### src/mpc_consts.vh
// Purpose: constants for the motor pwm counter
// Assumes: included by bare name from the design files
// Notes: register indices are word indices on the avalon bus
`ifndef MPC_CONSTS_VH
`define MPC_CONSTS_VH
`define MPC_IDX_CONTROL 4'h0
`define MPC_IDX_DUTY0_LOW 4'h1
`define MPC_IDX_DUTY0_HIGH 4'h2
`define MPC_IDX_DUTY1_LOW 4'h3
`define MPC_IDX_DUTY1_HIGH 4'h4
`define MPC_IDX_DUTY2_LOW 4'h5
`define MPC_IDX_DUTY2_HIGH 4'h6
`define MPC_IDX_PERIOD_LOW 4'h7
`define MPC_IDX_PERIOD_HIGH 4'h8
`define MPC_IDX_COUNT_LOW 4'h9
`define MPC_IDX_COUNT_HIGH 4'hA
`define MPC_IDX_STATUS 4'hB
`define MPC_CTL_RESET 8'h00
`define MPC_CTL_RELOAD 0
`define MPC_CTL_IRQ_LO 1
`define MPC_CTL_IRQ_HI 2
`define MPC_CTL_RUN 3
`define MPC_CTL_CLK_LO 4
`define MPC_CTL_CLK_HI 5
`define MPC_CTL_ALIGN_LO 6
`define MPC_CTL_ALIGN_HI 7
`define MPC_ALIGN_CENTRE1 2'b10
`define MPC_ALIGN_CENTRE2 2'b11
`define MPC_IRQ_UP 0
`define MPC_IRQ_DOWN 1
`define MPC_BASE_CLK_HZ 20000000
`define MPC_CORE_CLK_HZ 200000000
`define MPC_MIN_PWM_HZ 20000
`endif

### src/mpc_motor_pwm_counter.v
// Behaviour
// RQ1: counter, period and duty are all ten bits wide.
// RQ2: period assembled from low byte bits 7..0 and high byte bits 9..8.
// RQ3: three independent ten-bit duty values, one per channel.
// RQ4: running count readable via read-only low and high bytes.
// RQ5: run bit set counts; cleared stops counter and turns outputs off.
// RQ6: alignment 0x edge, 10 centre mode 1, 11 centre mode 2.
// RQ7: clock select divides base clock by 1, 2, 4 or 8.
// RQ8: 20 MHz base gives 20 kHz minimum, halving per divide step.
// RQ9: duty interrupt field: off, up only, down only, both.
// RQ10: reload bit zero keeps written values out of working registers.
// RQ11: reload set loads at next underflow, bit clears next cycle.
// RQ12: software writes high byte before low byte.
// RQ13: high bytes bits 7..2 read as zero.
// RQ14: count bits 9..8 in low bits of count high, reset zero.
// RQ15: edge counts up and restarts; centre counts up and down; out while count < duty.
// RQ16: duty interrupt when count equals duty in enabled direction; here raised only in the centre modes.
//
// Purpose: three channel ten-bit motor pwm counter with avalon register slave
// Assumes: single core_clk domain, synchronous active-high rst
// Notes: working registers take staged values only through the reload bit
//
// Chosen here: the Avalon-MM register port and the register offsets.
`default_nettype none
`include "mpc_consts.vh"
module mpc_motor_pwm_counter #(
	parameter WIDTH = 10,
	parameter CHANNELS = 3
)
(
	input wire core_clk,
	input wire rst,
	input wire [3:0] avs_address,
	input wire avs_read,
	input wire avs_write,
	input wire [31:0] avs_writedata,
	input wire [3:0] avs_byteenable,
	output reg [31:0] avs_readdata,
	output wire avs_waitrequest,
	output reg [CHANNELS-1:0] modulated_output,
	output reg duty_event,
	output reg underflow
);
	localparam BASE_DIV = `MPC_CORE_CLK_HZ / `MPC_BASE_CLK_HZ;
	// slowest frame at divide 1 is base/min = 1000 steps, matches the 10-bit range
	localparam MIN_STEPS = `MPC_BASE_CLK_HZ / `MPC_MIN_PWM_HZ; // RQ8

	reg [7:0] waveform_control;
	reg [WIDTH-1:0] period_stage;
	reg [WIDTH-1:0] duty_stage [0:CHANNELS-1];
	reg [WIDTH-1:0] period_work;
	reg [WIDTH-1:0] duty_work [0:CHANNELS-1];
	reg [WIDTH-1:0] count;
	reg count_down;
	reg ack;
	reg [CHANNELS-1:0] hit_sticky;
	reg [WIDTH-1:0] next_count;
	reg next_count_down;
	reg next_underflow;
	reg [31:0] next_readdata;
	reg [CHANNELS-1:0] duty_match;
	wire tick;
	wire run;
	wire [1:0] alignment_select;
	wire [1:0] counter_clock_select;
	wire [1:0] duty_interrupt_direction;
	wire reload_request;
	wire centre;
	wire at_top;
	wire at_bottom;
	wire wr;
	wire event_gate;
	wire status_clear;
	integer i;
	integer j;
	integer k;
	integer m;

	assign run = waveform_control[`MPC_CTL_RUN];
	assign alignment_select = waveform_control[`MPC_CTL_ALIGN_HI:`MPC_CTL_ALIGN_LO];
	assign counter_clock_select = waveform_control[`MPC_CTL_CLK_HI:`MPC_CTL_CLK_LO];
	assign duty_interrupt_direction = waveform_control[`MPC_CTL_IRQ_HI:`MPC_CTL_IRQ_LO];
	assign reload_request = waveform_control[`MPC_CTL_RELOAD];
	assign centre = alignment_select[1]; // RQ6
	assign at_top = (count >= period_work);
	assign at_bottom = (count == {WIDTH{1'b0}});
	// a write lands at the edge where waitrequest is seen low
	assign wr = avs_write && ack && avs_byteenable[0];
	// match reporting needs a tick in centre mode in an enabled direction
	assign event_gate = tick && centre &&
		((duty_interrupt_direction[`MPC_IRQ_UP] && !count_down) || // RQ9
		(duty_interrupt_direction[`MPC_IRQ_DOWN] && count_down)); // RQ9
	// the status read clears at its completing edge
	assign status_clear = avs_read && ack && (avs_address == `MPC_IDX_STATUS);

	// one wait state for every access, answer on the second edge
	assign avs_waitrequest = (avs_read || avs_write) && !ack;

	// byte field helpers used by the read decode
	function [7:0] mpc_low_byte;
		input [WIDTH-1:0] v;
		begin
			mpc_low_byte = v[7:0];
		end
	endfunction

	function [7:0] mpc_high_byte;
		input [WIDTH-1:0] v;
		begin
			mpc_high_byte = {6'h00, v[9:8]}; // RQ13
		end
	endfunction

	// byte merge helpers for the staged high-byte-first writes
	function [WIDTH-1:0] mpc_set_low;
		input [WIDTH-1:0] v;
		input [7:0] b;
		begin
			mpc_set_low = {v[WIDTH-1:8], b};
		end
	endfunction

	function [WIDTH-1:0] mpc_set_high;
		input [WIDTH-1:0] v;
		input [7:0] b;
		begin
			mpc_set_high = {b[1:0], v[7:0]};
		end
	endfunction

	// single counter steps shared by both counting directions
	function [WIDTH-1:0] mpc_inc;
		input [WIDTH-1:0] v;
		begin
			mpc_inc = v + {{(WIDTH-1){1'b0}}, 1'b1};
		end
	endfunction

	function [WIDTH-1:0] mpc_dec;
		input [WIDTH-1:0] v;
		begin
			mpc_dec = v - {{(WIDTH-1){1'b0}}, 1'b1};
		end
	endfunction

	mpc_prescaler #(
		.BASE_DIV(BASE_DIV)
	) u_prescaler (
		.core_clk(core_clk),
		.rst(rst),
		.run(run),
		.clock_select(counter_clock_select), // RQ7
		.tick(tick)
	);

	// bus acknowledge toggles so each access takes exactly two edges
	always @(posedge core_clk)
	begin
		if (rst)
			ack <= 1'b0;
		else
			ack <= (avs_read || avs_write) && !ack;
	end

	// control register; hardware clear of reload on the same edge as the load
	always @(posedge core_clk)
	begin
		if (rst)
			waveform_control <= `MPC_CTL_RESET;
		else
		begin
			// a software write in the same cycle keeps its own reload bit
			if (wr && avs_address == `MPC_IDX_CONTROL)
				waveform_control <= avs_writedata[7:0];
			else if (underflow && reload_request)
				waveform_control[`MPC_CTL_RELOAD] <= 1'b0; // RQ11
		end
	end

	// staged period and duty; high byte expected first, low byte completes
	always @(posedge core_clk)
	begin
		if (rst)
		begin
			period_stage <= {WIDTH{1'b0}};
			for (i = 0; i < CHANNELS; i = i + 1)
				duty_stage[i] <= {WIDTH{1'b0}};
		end
		else if (wr)
		begin
			case (avs_address)
				`MPC_IDX_PERIOD_LOW: period_stage <= mpc_set_low(period_stage, avs_writedata[7:0]); // RQ2
				`MPC_IDX_PERIOD_HIGH: period_stage <= mpc_set_high(period_stage, avs_writedata[7:0]); // RQ2
				`MPC_IDX_DUTY0_LOW: duty_stage[0] <= mpc_set_low(duty_stage[0], avs_writedata[7:0]); // RQ3
				`MPC_IDX_DUTY0_HIGH: duty_stage[0] <= mpc_set_high(duty_stage[0], avs_writedata[7:0]); // RQ3
				`MPC_IDX_DUTY1_LOW: duty_stage[1] <= mpc_set_low(duty_stage[1], avs_writedata[7:0]); // RQ3
				`MPC_IDX_DUTY1_HIGH: duty_stage[1] <= mpc_set_high(duty_stage[1], avs_writedata[7:0]); // RQ3
				`MPC_IDX_DUTY2_LOW: duty_stage[2] <= mpc_set_low(duty_stage[2], avs_writedata[7:0]); // RQ3
				`MPC_IDX_DUTY2_HIGH: duty_stage[2] <= mpc_set_high(duty_stage[2], avs_writedata[7:0]); // RQ3
				default: ;
			endcase
		end
	end

	// next count: edge counts up and wraps, centre counts up then down
	always @*
	begin
		next_count = count;
		next_count_down = count_down;
		next_underflow = 1'b0;
		if (tick)
		begin
			if (!centre)
			begin
				next_count_down = 1'b0;
				if (at_top)
				begin
					next_count = {WIDTH{1'b0}}; // RQ15
					next_underflow = 1'b1;
				end
				else
					next_count = mpc_inc(count); // RQ1
			end
			else if (!count_down)
			begin
				if (at_top && at_bottom)
				begin
					// a zero period would otherwise wrap the count down to all ones
					next_underflow = 1'b1;
				end
				else if (at_top)
				begin
					next_count_down = 1'b1; // RQ15
					next_count = mpc_dec(count);
				end
				else
					next_count = mpc_inc(count);
			end
			else
			begin
				if (at_bottom || count == {{(WIDTH-1){1'b0}}, 1'b1})
				begin
					// turn point at zero marks the underflow
					next_count = {WIDTH{1'b0}};
					next_count_down = 1'b0;
					next_underflow = 1'b1;
				end
				else
					next_count = mpc_dec(count);
			end
		end
	end

	// counter registers; a stopped counter is held at zero
	always @(posedge core_clk)
	begin
		if (rst || !run)
		begin
			count <= {WIDTH{1'b0}}; // RQ5
			count_down <= 1'b0;
			underflow <= 1'b0;
		end
		else
		begin
			count <= next_count;
			count_down <= next_count_down;
			underflow <= next_underflow;
		end
	end

	// working registers load only on underflow with reload set
	always @(posedge core_clk)
	begin
		if (rst)
		begin
			period_work <= {WIDTH{1'b0}};
			for (j = 0; j < CHANNELS; j = j + 1)
				duty_work[j] <= {WIDTH{1'b0}};
		end
		else if (underflow && reload_request) // RQ10 RQ11
		begin
			period_work <= period_stage;
			for (j = 0; j < CHANNELS; j = j + 1)
				duty_work[j] <= duty_stage[j];
		end
	end

	// outputs high while count below duty; forced low when stopped
	always @(posedge core_clk)
	begin
		if (rst || !run)
			modulated_output <= {CHANNELS{1'b0}}; // RQ5
		else
			for (k = 0; k < CHANNELS; k = k + 1)
				modulated_output[k] <= (count < duty_work[k]); // RQ15
	end

	// per-channel equality against the working duty
	always @*
	begin
		duty_match = {CHANNELS{1'b0}};
		for (m = 0; m < CHANNELS; m = m + 1)
			duty_match[m] = (count == duty_work[m]); // RQ16
	end

	// duty match pulse in centre modes, gated by the direction field
	always @(posedge core_clk)
	begin
		if (rst || !run)
		begin
			duty_event <= 1'b0;
			hit_sticky <= {CHANNELS{1'b0}};
		end
		else
		begin
			// a match is reported once per tick, not on every core cycle
			duty_event <= event_gate && (|duty_match);
			// read clear first, so a hit in the same cycle wins per bit
			hit_sticky <= (status_clear ? {CHANNELS{1'b0}} : hit_sticky) |
				(event_gate ? duty_match : {CHANNELS{1'b0}});
		end
	end

	// register read mux; unmapped indices read as zero
	always @*
	begin
		next_readdata = 32'h0000_0000;
		case (avs_address)
			`MPC_IDX_CONTROL: next_readdata = {24'h00_0000, waveform_control};
			`MPC_IDX_DUTY0_LOW: next_readdata = {24'h00_0000, mpc_low_byte(duty_stage[0])};
			`MPC_IDX_DUTY0_HIGH: next_readdata = {24'h00_0000, mpc_high_byte(duty_stage[0])};
			`MPC_IDX_DUTY1_LOW: next_readdata = {24'h00_0000, mpc_low_byte(duty_stage[1])};
			`MPC_IDX_DUTY1_HIGH: next_readdata = {24'h00_0000, mpc_high_byte(duty_stage[1])};
			`MPC_IDX_DUTY2_LOW: next_readdata = {24'h00_0000, mpc_low_byte(duty_stage[2])};
			`MPC_IDX_DUTY2_HIGH: next_readdata = {24'h00_0000, mpc_high_byte(duty_stage[2])};
			`MPC_IDX_PERIOD_LOW: next_readdata = {24'h00_0000, mpc_low_byte(period_stage)};
			`MPC_IDX_PERIOD_HIGH: next_readdata = {24'h00_0000, mpc_high_byte(period_stage)};
			`MPC_IDX_COUNT_LOW: next_readdata = {24'h00_0000, mpc_low_byte(count)}; // RQ4
			`MPC_IDX_COUNT_HIGH: next_readdata = {24'h00_0000, mpc_high_byte(count)}; // RQ14
			`MPC_IDX_STATUS: next_readdata = {29'h0000_0000, hit_sticky};
			default: next_readdata = 32'h0000_0000;
		endcase
	end

	// read data registered on the first cycle, stands at the acknowledge edge
	always @(posedge core_clk)
	begin
		if (rst)
			avs_readdata <= 32'h0000_0000;
		else if (avs_read && !ack)
			avs_readdata <= next_readdata;
	end
endmodule
`default_nettype wire

### src/mpc_prescaler.v
// Purpose: counter clock tick generator, base tick divided by 1, 2, 4 or 8
// Assumes: core_clk 200 MHz, base tick derived from the 20 MHz pwm clock
// Notes: one tick pulse per counter step
`default_nettype none
module mpc_prescaler #(
	parameter BASE_DIV = 10
)
(
	input wire core_clk,
	input wire rst,
	input wire run,
	input wire [1:0] clock_select,
	output reg tick
);
	reg [7:0] base_cnt;
	reg [2:0] div_cnt;
	wire base_tick;
	wire [2:0] div_mask;

	// base tick at the pwm base rate
	assign base_tick = (base_cnt == BASE_DIV[7:0] - 8'h01);
	// divide 1,2,4,8 by masking a free counter
	assign div_mask = (3'b001 << clock_select) - 3'b001;

	// counters stop with the run bit so no stray tick starts a frame early
	always @(posedge core_clk)
	begin
		if (rst || !run)
		begin
			base_cnt <= 8'h00;
			div_cnt <= 3'h0;
			tick <= 1'b0;
		end
		else
		begin
			tick <= 1'b0;
			if (base_tick)
			begin
				base_cnt <= 8'h00;
				div_cnt <= div_cnt + 3'h1;
				tick <= ((div_cnt & div_mask) == 3'h0);
			end
			else
				base_cnt <= base_cnt + 8'h01;
		end
	end
endmodule
`default_nettype wire

### config.mk
export PLATFORM = sky130hd
export DESIGN_NAME = mpc_motor_pwm_counter
export DESIGN_NICKNAME = d
export VERILOG_FILES = /design/src/mpc_motor_pwm_counter.v /design/src/mpc_prescaler.v
export VERILOG_INCLUDE_DIRS = /design/src
export SDC_FILE = /design/constraint.sdc
export NUM_CORES = 1
export LEC_CHECK = 0
export BUFFER_PORTS_ARGS = -buffer_cell sky130_fd_sc_hd__buf_2
export CAP_MARGIN = 15
export CELL_PAD_IN_SITES_DETAIL_PLACEMENT = 0
export CELL_PAD_IN_SITES_GLOBAL_PLACEMENT = 2
export CORE_MARGIN = 2
export CORE_UTILIZATION = 40
export DETAILED_ROUTE_END_ITERATION = 12
export GPL_TIMING_DRIVEN = 0
export PLACE_DENSITY_LB_ADDON = 0.1
export SYNTH_ARGS = -nofsm -noshare
export SYNTH_HDL_FRONTEND = slang
export SYNTH_SLANG_ARGS = --single-unit
### constraint.sdc
create_clock -name core_clk -period 6.52 [get_ports core_clk]
set_clock_uncertainty 0.15 [all_clocks]
set_input_delay 0.652 -clock core_clk [delete_from_list [all_inputs] [get_ports core_clk]]
set_output_delay 0.652 -clock core_clk [all_outputs]
set_load 0.02 [all_outputs]
==> results.txt, run 1 <==
- Max Buffers Root-to-Sink: 2
- The synthesized design contains roughly 130 register bits.
- Entering global routing, the biggest net connects 27 pins.
* Post-layout minimum cycle time: roughly 3.0 ns
* Kind of start point of the critical path: flip-flop
- RSZ-0062 raised after global routing: no
- Worst hold path class: reg2reg
* Fraction of the yosys area taken by sequential cells: ~45%
* Filler Cell Count: 1686
* Signal arrival time at the worst endpoint: just over 3 ns
* Post-Layout Inst Area: 0.00815 mm²
* Number of antenna violations at the first check in global routing: 0
* Areal power density over the cells: ~230 mW/mm²
* First-iteration detailed-routing DRC count: around 570
- Of all nets on the critical path, the largest fanout is 10.
* Final net count: 904
- Worst IR Drop VDD: 0.197 mV
- The number of different library cells used by synthesis comes to 67.
- Across all layers, the routed design uses 5806 vias.
* Routed wire length per instance: 20.2 µm
- The initial utilization of the core area, before any placement, comes to roughly 40%.
- The signal on the critical path passes through inv_1, ha_1, nand2b_1, a21oi_1, o21ai_0, o2111ai_1, buf_2, o211ai_1, a32o_1.
- The flow ran to the end, and the final reports show no timing, DRC or antenna violations.
- Count of buffers inserted at the top-level ports: 28
- For this design, the sink count on the clock tree is 128.
- The first TritonRoute pass finished after 5 iterations.
- Final worst path period share: 45.3%
- Post-route DRC: 0
- The clock reaches the later pin of the worst-skew pair after between 0.4 and 0.5 ns.
* Overflow left after global routing: 0
- Count of endpoints failing setup in the final report: 0
- Of the cells placed in the final design, the portion with a size suffix greater than 1 is 14.3%.
* Number of ports placed on the die boundary: 82
- The top cell types in the final layout, fill and taps aside, are sky130_fd_sc_hd__dfxtp_1 (68), sky130_fd_sc_hd__nand2_1 (61), sky130_fd_sc_hd__edfxtp_1 (60).
* Routability Congestion: approximately 0.93
* Worst-case headroom to the max-slew limit: between 30% and 40%
* Number of buffers added for setup after CTS: 0
- After synthesis, the mean cell area works out to 9.51 µm².
* Die W: around 140 µm
* Total die area: 0.0187 mm²
- After layout, the worst setup slack is 3.57 ns.
- CP max-delay cell: sky130_fd_sc_hd__dfxtp_1
- Mapped cell area: approximately 0.0071 mm²
- CTS tree: built
- Master cell of the clock root buffer: sky130_fd_sc_hd__clkbuf_16
- Type of the worst setup path: reg2reg
- Die extent in y: between 100 and 150 µm
- Gate count of the mapped netlist: ~740
- Final count of hold timing violations: 0
* Overall power of the completed layout: ~1.9 mW
* Core Footprint: about 0.017 mm²
* Transition time of the tightest slew-check pin: 0.905 ns
- Setup TNS: 0 ns
- The number of clock buffers added by TritonCTS is 17.
* CP Buf/Inv Count: 2
- Most common cell after layout, fill and taps aside: sky130_fd_sc_hd__dfxtp_1
* Peak clock frequency supported by timing: roughly 0.34 GHz
- After detailed routing, the number of vias per cell comes to approximately 5.5.
- Detailed placer's ending HPWL: around 16000 µm
* Post-detailed-placement cell area: ~0.0076 mm²
- The detail route stage leaves a number of antenna-violating nets equal to 0.
* Type of destination of the critical path: flip-flop
- Area delta synth->final: 15.4%
- The number of pins exceeding their max-slew limit in the final report is 0.
- Data on the critical path is required at its endpoint by roughly 6.7 ns.
- OpenSTA, run right after detailed placement, puts the worst setup slack at between 3 and 4 ns.
- Number of enable-type register cells in the synthesized netlist: 60
- Overall fraction of global-route tracks in use: 23.5%
* Cell leakage power: around 3.3 nW
- Once the clock tree was built, the resizer swapped 0 gates to a different size.
* Cell family with the largest share of critical-path delay: compound AO/OA/AOI/OAI gates
- Number of warnings printed during yosys synthesis: 0
* Number of standard-cell rows in the floorplan: between 40 and 50
- Wire length reported by the detailed router: about 21000 µm
- First-pass GRT wire length: 32200 µm
* Via count of the first global-routing pass: 5414
- Depth of the CTS H-tree: 4
- CTS clk-pin slew, worst paths: 0.06 ns
- For this run, asynchronously set or reset flops after synthesis account for 0%.
- Largest stage delay on the critical path: 0.59 ns
- For this run, the leading register cell type out of synthesis is sky130_fd_sc_hd__dfxtp_1.
* Diodes inserted: 0
- Buffers inserted to repair hold after CTS numbered 0.
- Across the run, the number of max-cap violations was 0.
## synth_stat cells, drive strengths merged, types with 8 or more instances
library cell,n,area [µm²]
nand2,61,229
nand2b,10,62.6
and3,12,75.1
nand4,8,50.1
nor2b,14,87.6
mux2i,9,90.1
ha,47,588
clkbuf,21,78.8
a21oi,36,180
and2,54,340
o21ai,31,155
nor3,10,50.1
a211oi,9,72.6
inv,47,176
buf,41,275
xor2,9,78.8
dfxtp,68,1360
xnor2,8,70.1
nor2,45,169
nand3,40,205
edfxtp,60,1800
## worst reg2reg max path, stage by stage (launching register included)
cell	delay [ns]
sky130_fd_sc_hd__dfxtp_1	0.59
sky130_fd_sc_hd__inv_1	0.33
sky130_fd_sc_hd__ha_1	0.36
sky130_fd_sc_hd__nand2b_1	0.14
sky130_fd_sc_hd__a21oi_1	0.19
sky130_fd_sc_hd__o21ai_0	0.13
sky130_fd_sc_hd__o2111ai_1	0.25
sky130_fd_sc_hd__buf_2	0.29
sky130_fd_sc_hd__o211ai_1	0.13
sky130_fd_sc_hd__a32o_1	0.29
## flip-flops by register name, summed over array words and instances, names as in the netlist, 3 cells and up
name                  cells
avs_readdata              8
period_work              10
duty_stage               30
u_prescaler.div_cnt       3
duty_work                30
modulated_output          3
hit_sticky                3
waveform_control          8
count                    10
u_prescaler.base_cnt      8
period_stage             10
## kinds of logic (layout without fill, tap and decap cells)
logic type                 Yosys count  count (layout)  share of synthesized area (%)
AOI/OAI and AO/OA                  151             151                           14.5
and+or+nand+nor                    273             273                           20.3
buffers and inverters              110             171                           7.57
other                                1              24                         0.0531
xor gates and xnor gates            17              17                           2.11
DFF                                128             128                           44.8
muxes                               15              15                           2.23
adders and majority gates           47              47                           8.33
## layer usage
| metal | up-vias | wire [µm] | GRT usage, % |
|---|---|---|---|
| met3 | 53 | 1210 | 4.41 |
| li1 | 2740 | - | - |
| met5 | - | 0 | 0 |
| met2 | 246 | 9330 | 36.1 |
| met4 | 0 | 869 | 10.4 |
| met1 | 2767 | 9760 | 32.4 |
## worst paths after layout
kind	endpoint	slack, ns	from	cells past startpoint
worst max-delay path	count[4]	3.57	count[0]	9
worst min-delay path	waveform_control[6]	0.32	waveform_control[6]	2
worst max register to register	count[4]	3.57	count[0]	9
worst min register to register	waveform_control[6]	0.32	waveform_control[6]	2
## power by group
group          switching (mW)  total (mW)  leakage [nW]  internal, mW
clock                   0.367       0.887         0.277         0.519
combinational          0.0853       0.127          1.90        0.0421
sequential             0.0118       0.872          1.14         0.860
## stage by stage
step | instances | hold slack (ns) | utilization (%)
after detailed placement | 1019 | 0.313 | 43.9
after CTS | 1051 | 0.321 | 47.1
after global placement | 1018 | 0.306 | 43.7
after global routing | 1051 | 0.338 | 47.1
after floorplan | 765 | 0.276 | -
final | 1051 | 0.318 | 47.1
## layout make-up
cell class                 instances  area [µm²]  area share, %
multi-input combinational        527        3440           42.3
sequential                       128        3160           38.8
clock buffer                      21         472           5.79
buffer                            62         354           4.35
tap                              225         282           3.46
inverter                          48         180           2.21
timing repair buffer              29         168           2.06
clock inverter                    11        82.6           1.01
Note: power is estimated with default switching activity, not from simulation.
==> run 2: changes to the inputs <==
Settings changed: ABC_AREA from default to 1, CORE_UTILIZATION 40 to 31.
Clock period 6.52 ns to 2.4 ns, I/O delays scaled along.
==> results.txt, run 2 <==
- The total overflow left after global routing is 0.
- By area the synthesized netlist is led by sky130_fd_sc_hd__edfxtp_1 (26%), sky130_fd_sc_hd__dfxtp_1 (19%), sky130_fd_sc_hd__ha_1 (8.4%), sky130_fd_sc_hd__inv_1 (8.2%), sky130_fd_sc_hd__nand2_1 (7.6%).
- For this run, the leading register cell type out of synthesis is sky130_fd_sc_hd__dfxtp_1.
- For met2 alone, demand over resource in global routing was a little under a third.
- Global routing consumed, over all layers together, 19.0% of the routing resources.
- Counting flops with an async set or reset pin after synthesis yields a share of 0%.
- Met1 Use GR: a little over a quarter
- The floorplan step set the die height to between 150 and 200 µm.
- Entering global routing, the biggest net connects 40 pins.
- Across the run, the number of max-cap violations was 0.
- 82 I/O pins were placed.
- During synthesis, Yosys emitted a total of 0 warnings.
- In the synthesized netlist, the number of instances is a little under 900.
- The flow ran to the end, and the final reports show no timing, DRC or antenna violations.
- Final worst setup slack: between 0.1 and 0.15 ns
- Routed wire length per instance: 17.4 µm
- Initial Utilization: a little under a third
- Counting I/O delays and the setup requirement, the final critical path takes approximately 2.3 ns.
- Type of the worst setup path: reg2reg
- Fraction of the yosys area taken by sequential cells: 45.0%
- Of the post-synthesis cell area, the dominant cell type holds between 20% and 30%.
* RSZ-0062 raised after global routing: no
- Cell leakage power: between 3 and 4 nW
* Most common cell after layout, fill and taps aside: sky130_fd_sc_hd__inv_1
- Worst-Skew Late Latency: 0.43 ns
- Post-route DRC: 0
- From synthesis to final layout, the design area changed by 19.0%.
- In the final layout, the share of cells above drive strength 1 is between 10% and 20%.
* Areal power density over the cells: 645 mW/mm²
- Data arrives at the worst endpoint at 2.44 ns.
- Of all nets on the critical path, the largest fanout is 10.
* Mean instance size in the synthesized netlist: around 8 µm²
- The largest registers in the layout are duty_stage x30, duty_work x30.
- The repair_antennas step left the layout with diodes totalling 0.
- VDD sags by at most about 0.36 mV.
- The via count of the first global-routing pass came to 5607.
* Smallest hold slack: 0.0156 ns
- Cell Count, Final, Fillers Out: 1257
- Die W: 155 µm
* Count of endpoints failing setup in the final report: 0
* First-iteration detailed-routing DRC count: 345
* Worst slack, placed: -0.233 ns
- Vias per Instance: between 4 and 5
- Overall power consumption after layout is estimated at between 5 and 6 mW.
- The synthesized netlist occupies a cell area of between 0.007 and 0.008 mm².
* Core Footprint: between 0.02 and 0.025 mm²
- Cell count after placement: between 1000 and 1500
* Worst hold path class: in2reg
- Met3 Resource Use GR: 3.61%
- Yosys mapped the design onto between 40 and 50 distinct sky130hd cell types.
- Dividing the final minimum period by the clock period gives 94.4%.
* End-of-flow core utilization: between 30 and 40%
- Peak clock frequency supported by timing: roughly 0.44 GHz
- Total die area: 0.0239 mm²
* Wire length reported by the detailed router: approximately 22000 µm
* Transition time of the tightest slew-check pin: 0.938 ns
- The clock tree synthesis step divided the H-tree into 4 levels.
- In this run, synthesis produced a sequential element count of 128.
- Counting the buffers created by CTS gives 17.
- The floorplan has 55 rows.
* Commonest non-fill, non-tap cells in the layout: sky130_fd_sc_hd__inv_1 (152), sky130_fd_sc_hd__nand2_1 (141), sky130_fd_sc_hd__nor2_1 (106)
- met2 is the most crowded layer.
- CTS saw around 130 sinks.
- The number of failing hold endpoints at the final stage is 0.
- Commonest cells in the netlist: sky130_fd_sc_hd__inv_1 (153), sky130_fd_sc_hd__nand2_1 (142), sky130_fd_sc_hd__nor2_1 (106)
* CTS tree: built
- Dominant cell by count in the synthesized netlist: sky130_fd_sc_hd__inv_1
* Worst-case headroom to the max-slew limit: a little under two fifths
- Via Count: between 5000 and 6000
* Type of destination of the critical path: flip-flop
* Max Buffers Root-to-Sink: 2
- Before antenna repair, the detailed router went through 5 iterations.
* Number of routed nets with antenna violations: 0
* Number of antenna violations at the first check in global routing: 0
* Kind of start point of the critical path: flip-flop
* Final net count: approximately 1100
- Master cell of the clock root buffer: sky130_fd_sc_hd__clkbuf_16
- CTS clk-pin slew, worst paths: 0.07 ns
- The number of pins exceeding their max-slew limit in the final report came to 0.
- Of all cell types, the one taking the most synthesized area is sky130_fd_sc_hd__edfxtp_1.
- The synthesized design contains 60 enable-type register cells.
- STA puts the critical path data required time at ~2.6 ns.
- At the end of routability-driven placement, the weighted congestion stood at ~0.86.
* Count of buffers inserted at the top-level ports: 30
- Detailed placer's ending HPWL: about 17000 µm
- First-pass GRT wire length: ~33000 µm
run 2: through the flow:
step,cell area (µm²),TNS (ns)
after floorplan,7120,0
after global placement,7630,-4.63
after detailed placement,7640,-2.38
after CTS,8330,0
after global routing,8370,0
final,8370,0
run 2: worst max-delay path, stage by stage, from the launching register on:
cell	delay, ns
sky130_fd_sc_hd__dfxtp_4	0.45
sky130_fd_sc_hd__ha_1	0.27
sky130_fd_sc_hd__a21o_1	0.18
sky130_fd_sc_hd__nor2_1	0.26
sky130_fd_sc_hd__nand3_2	0.17
sky130_fd_sc_hd__nand3_4	0.09
sky130_fd_sc_hd__nand2_4	0.11
sky130_fd_sc_hd__inv_4	0.09
sky130_fd_sc_hd__buf_6	0.15
sky130_fd_sc_hd__nand2_2	0.06
sky130_fd_sc_hd__nor2_1	0.12
sky130_fd_sc_hd__nor2_2	0.04
run 2: worst paths after layout:
kind / start / endpoint / slack, ns / cells after the start
worst max-delay path: count[9] / count[2] / 0.14 / 11
worst max register to register: count[9] / count[2] / 0.14 / 11
worst min-delay path: avs_writedata[4] / duty_stage[1][4] / 0.02 / 3
worst min register to register: avs_readdata[2] / avs_readdata[2] / 0.31 / 2
run 2: per-layer routing:
metal	routed length (µm)	part of all wire, %
met5	0	0
met4	337	1.5
met3	711	3.3
met2	9820	45
met1	11000	50
run 2: cell type report:
type / count / area [µm²]
plain buffers: 37 / 243
clock buffers: 17 / 425
clock inverters: 15 / 196
fillers: 2394 / 14100
inverters: 173 / 656
multi-input cells: 563 / 3080
flip-flops and latches: 128 / 3190
well taps: 285 / 357
repair buffers: 39 / 225
run 2: cells by family (layout without fill, tap and decap cells):
group	Yosys count	count (layout)	synth area share, %
flip-flops	128	128	45.0
buffers and inverters	210	281	12.7
other	1	24	0.0533
AND/OR/NAND/NOR	335	335	20.8
XOR/XNOR	4	4	0.498
AO/OA/AOI/OAI	153	153	12.6
adder cells (fa/ha/maj)	47	47	8.36
run 2: where the power goes:
group          internal [mW]  switching [mW]  leakage (nW)
registers               2.32          0.0223          1.15
logic                 0.0847           0.193          2.37
clock network           1.67            1.11         0.301
total                   4.08            1.32          3.82
run 2: what timing repair did:
action / in CTS / in global routing
hold buffers: 4 / 0
pin swaps: 0 / 2
endpoints found under the setup margin: 10 / 10
resized for setup: 8 / 12
buffers inserted: 2 / 1
endpoints found under the hold margin: 6 / 0
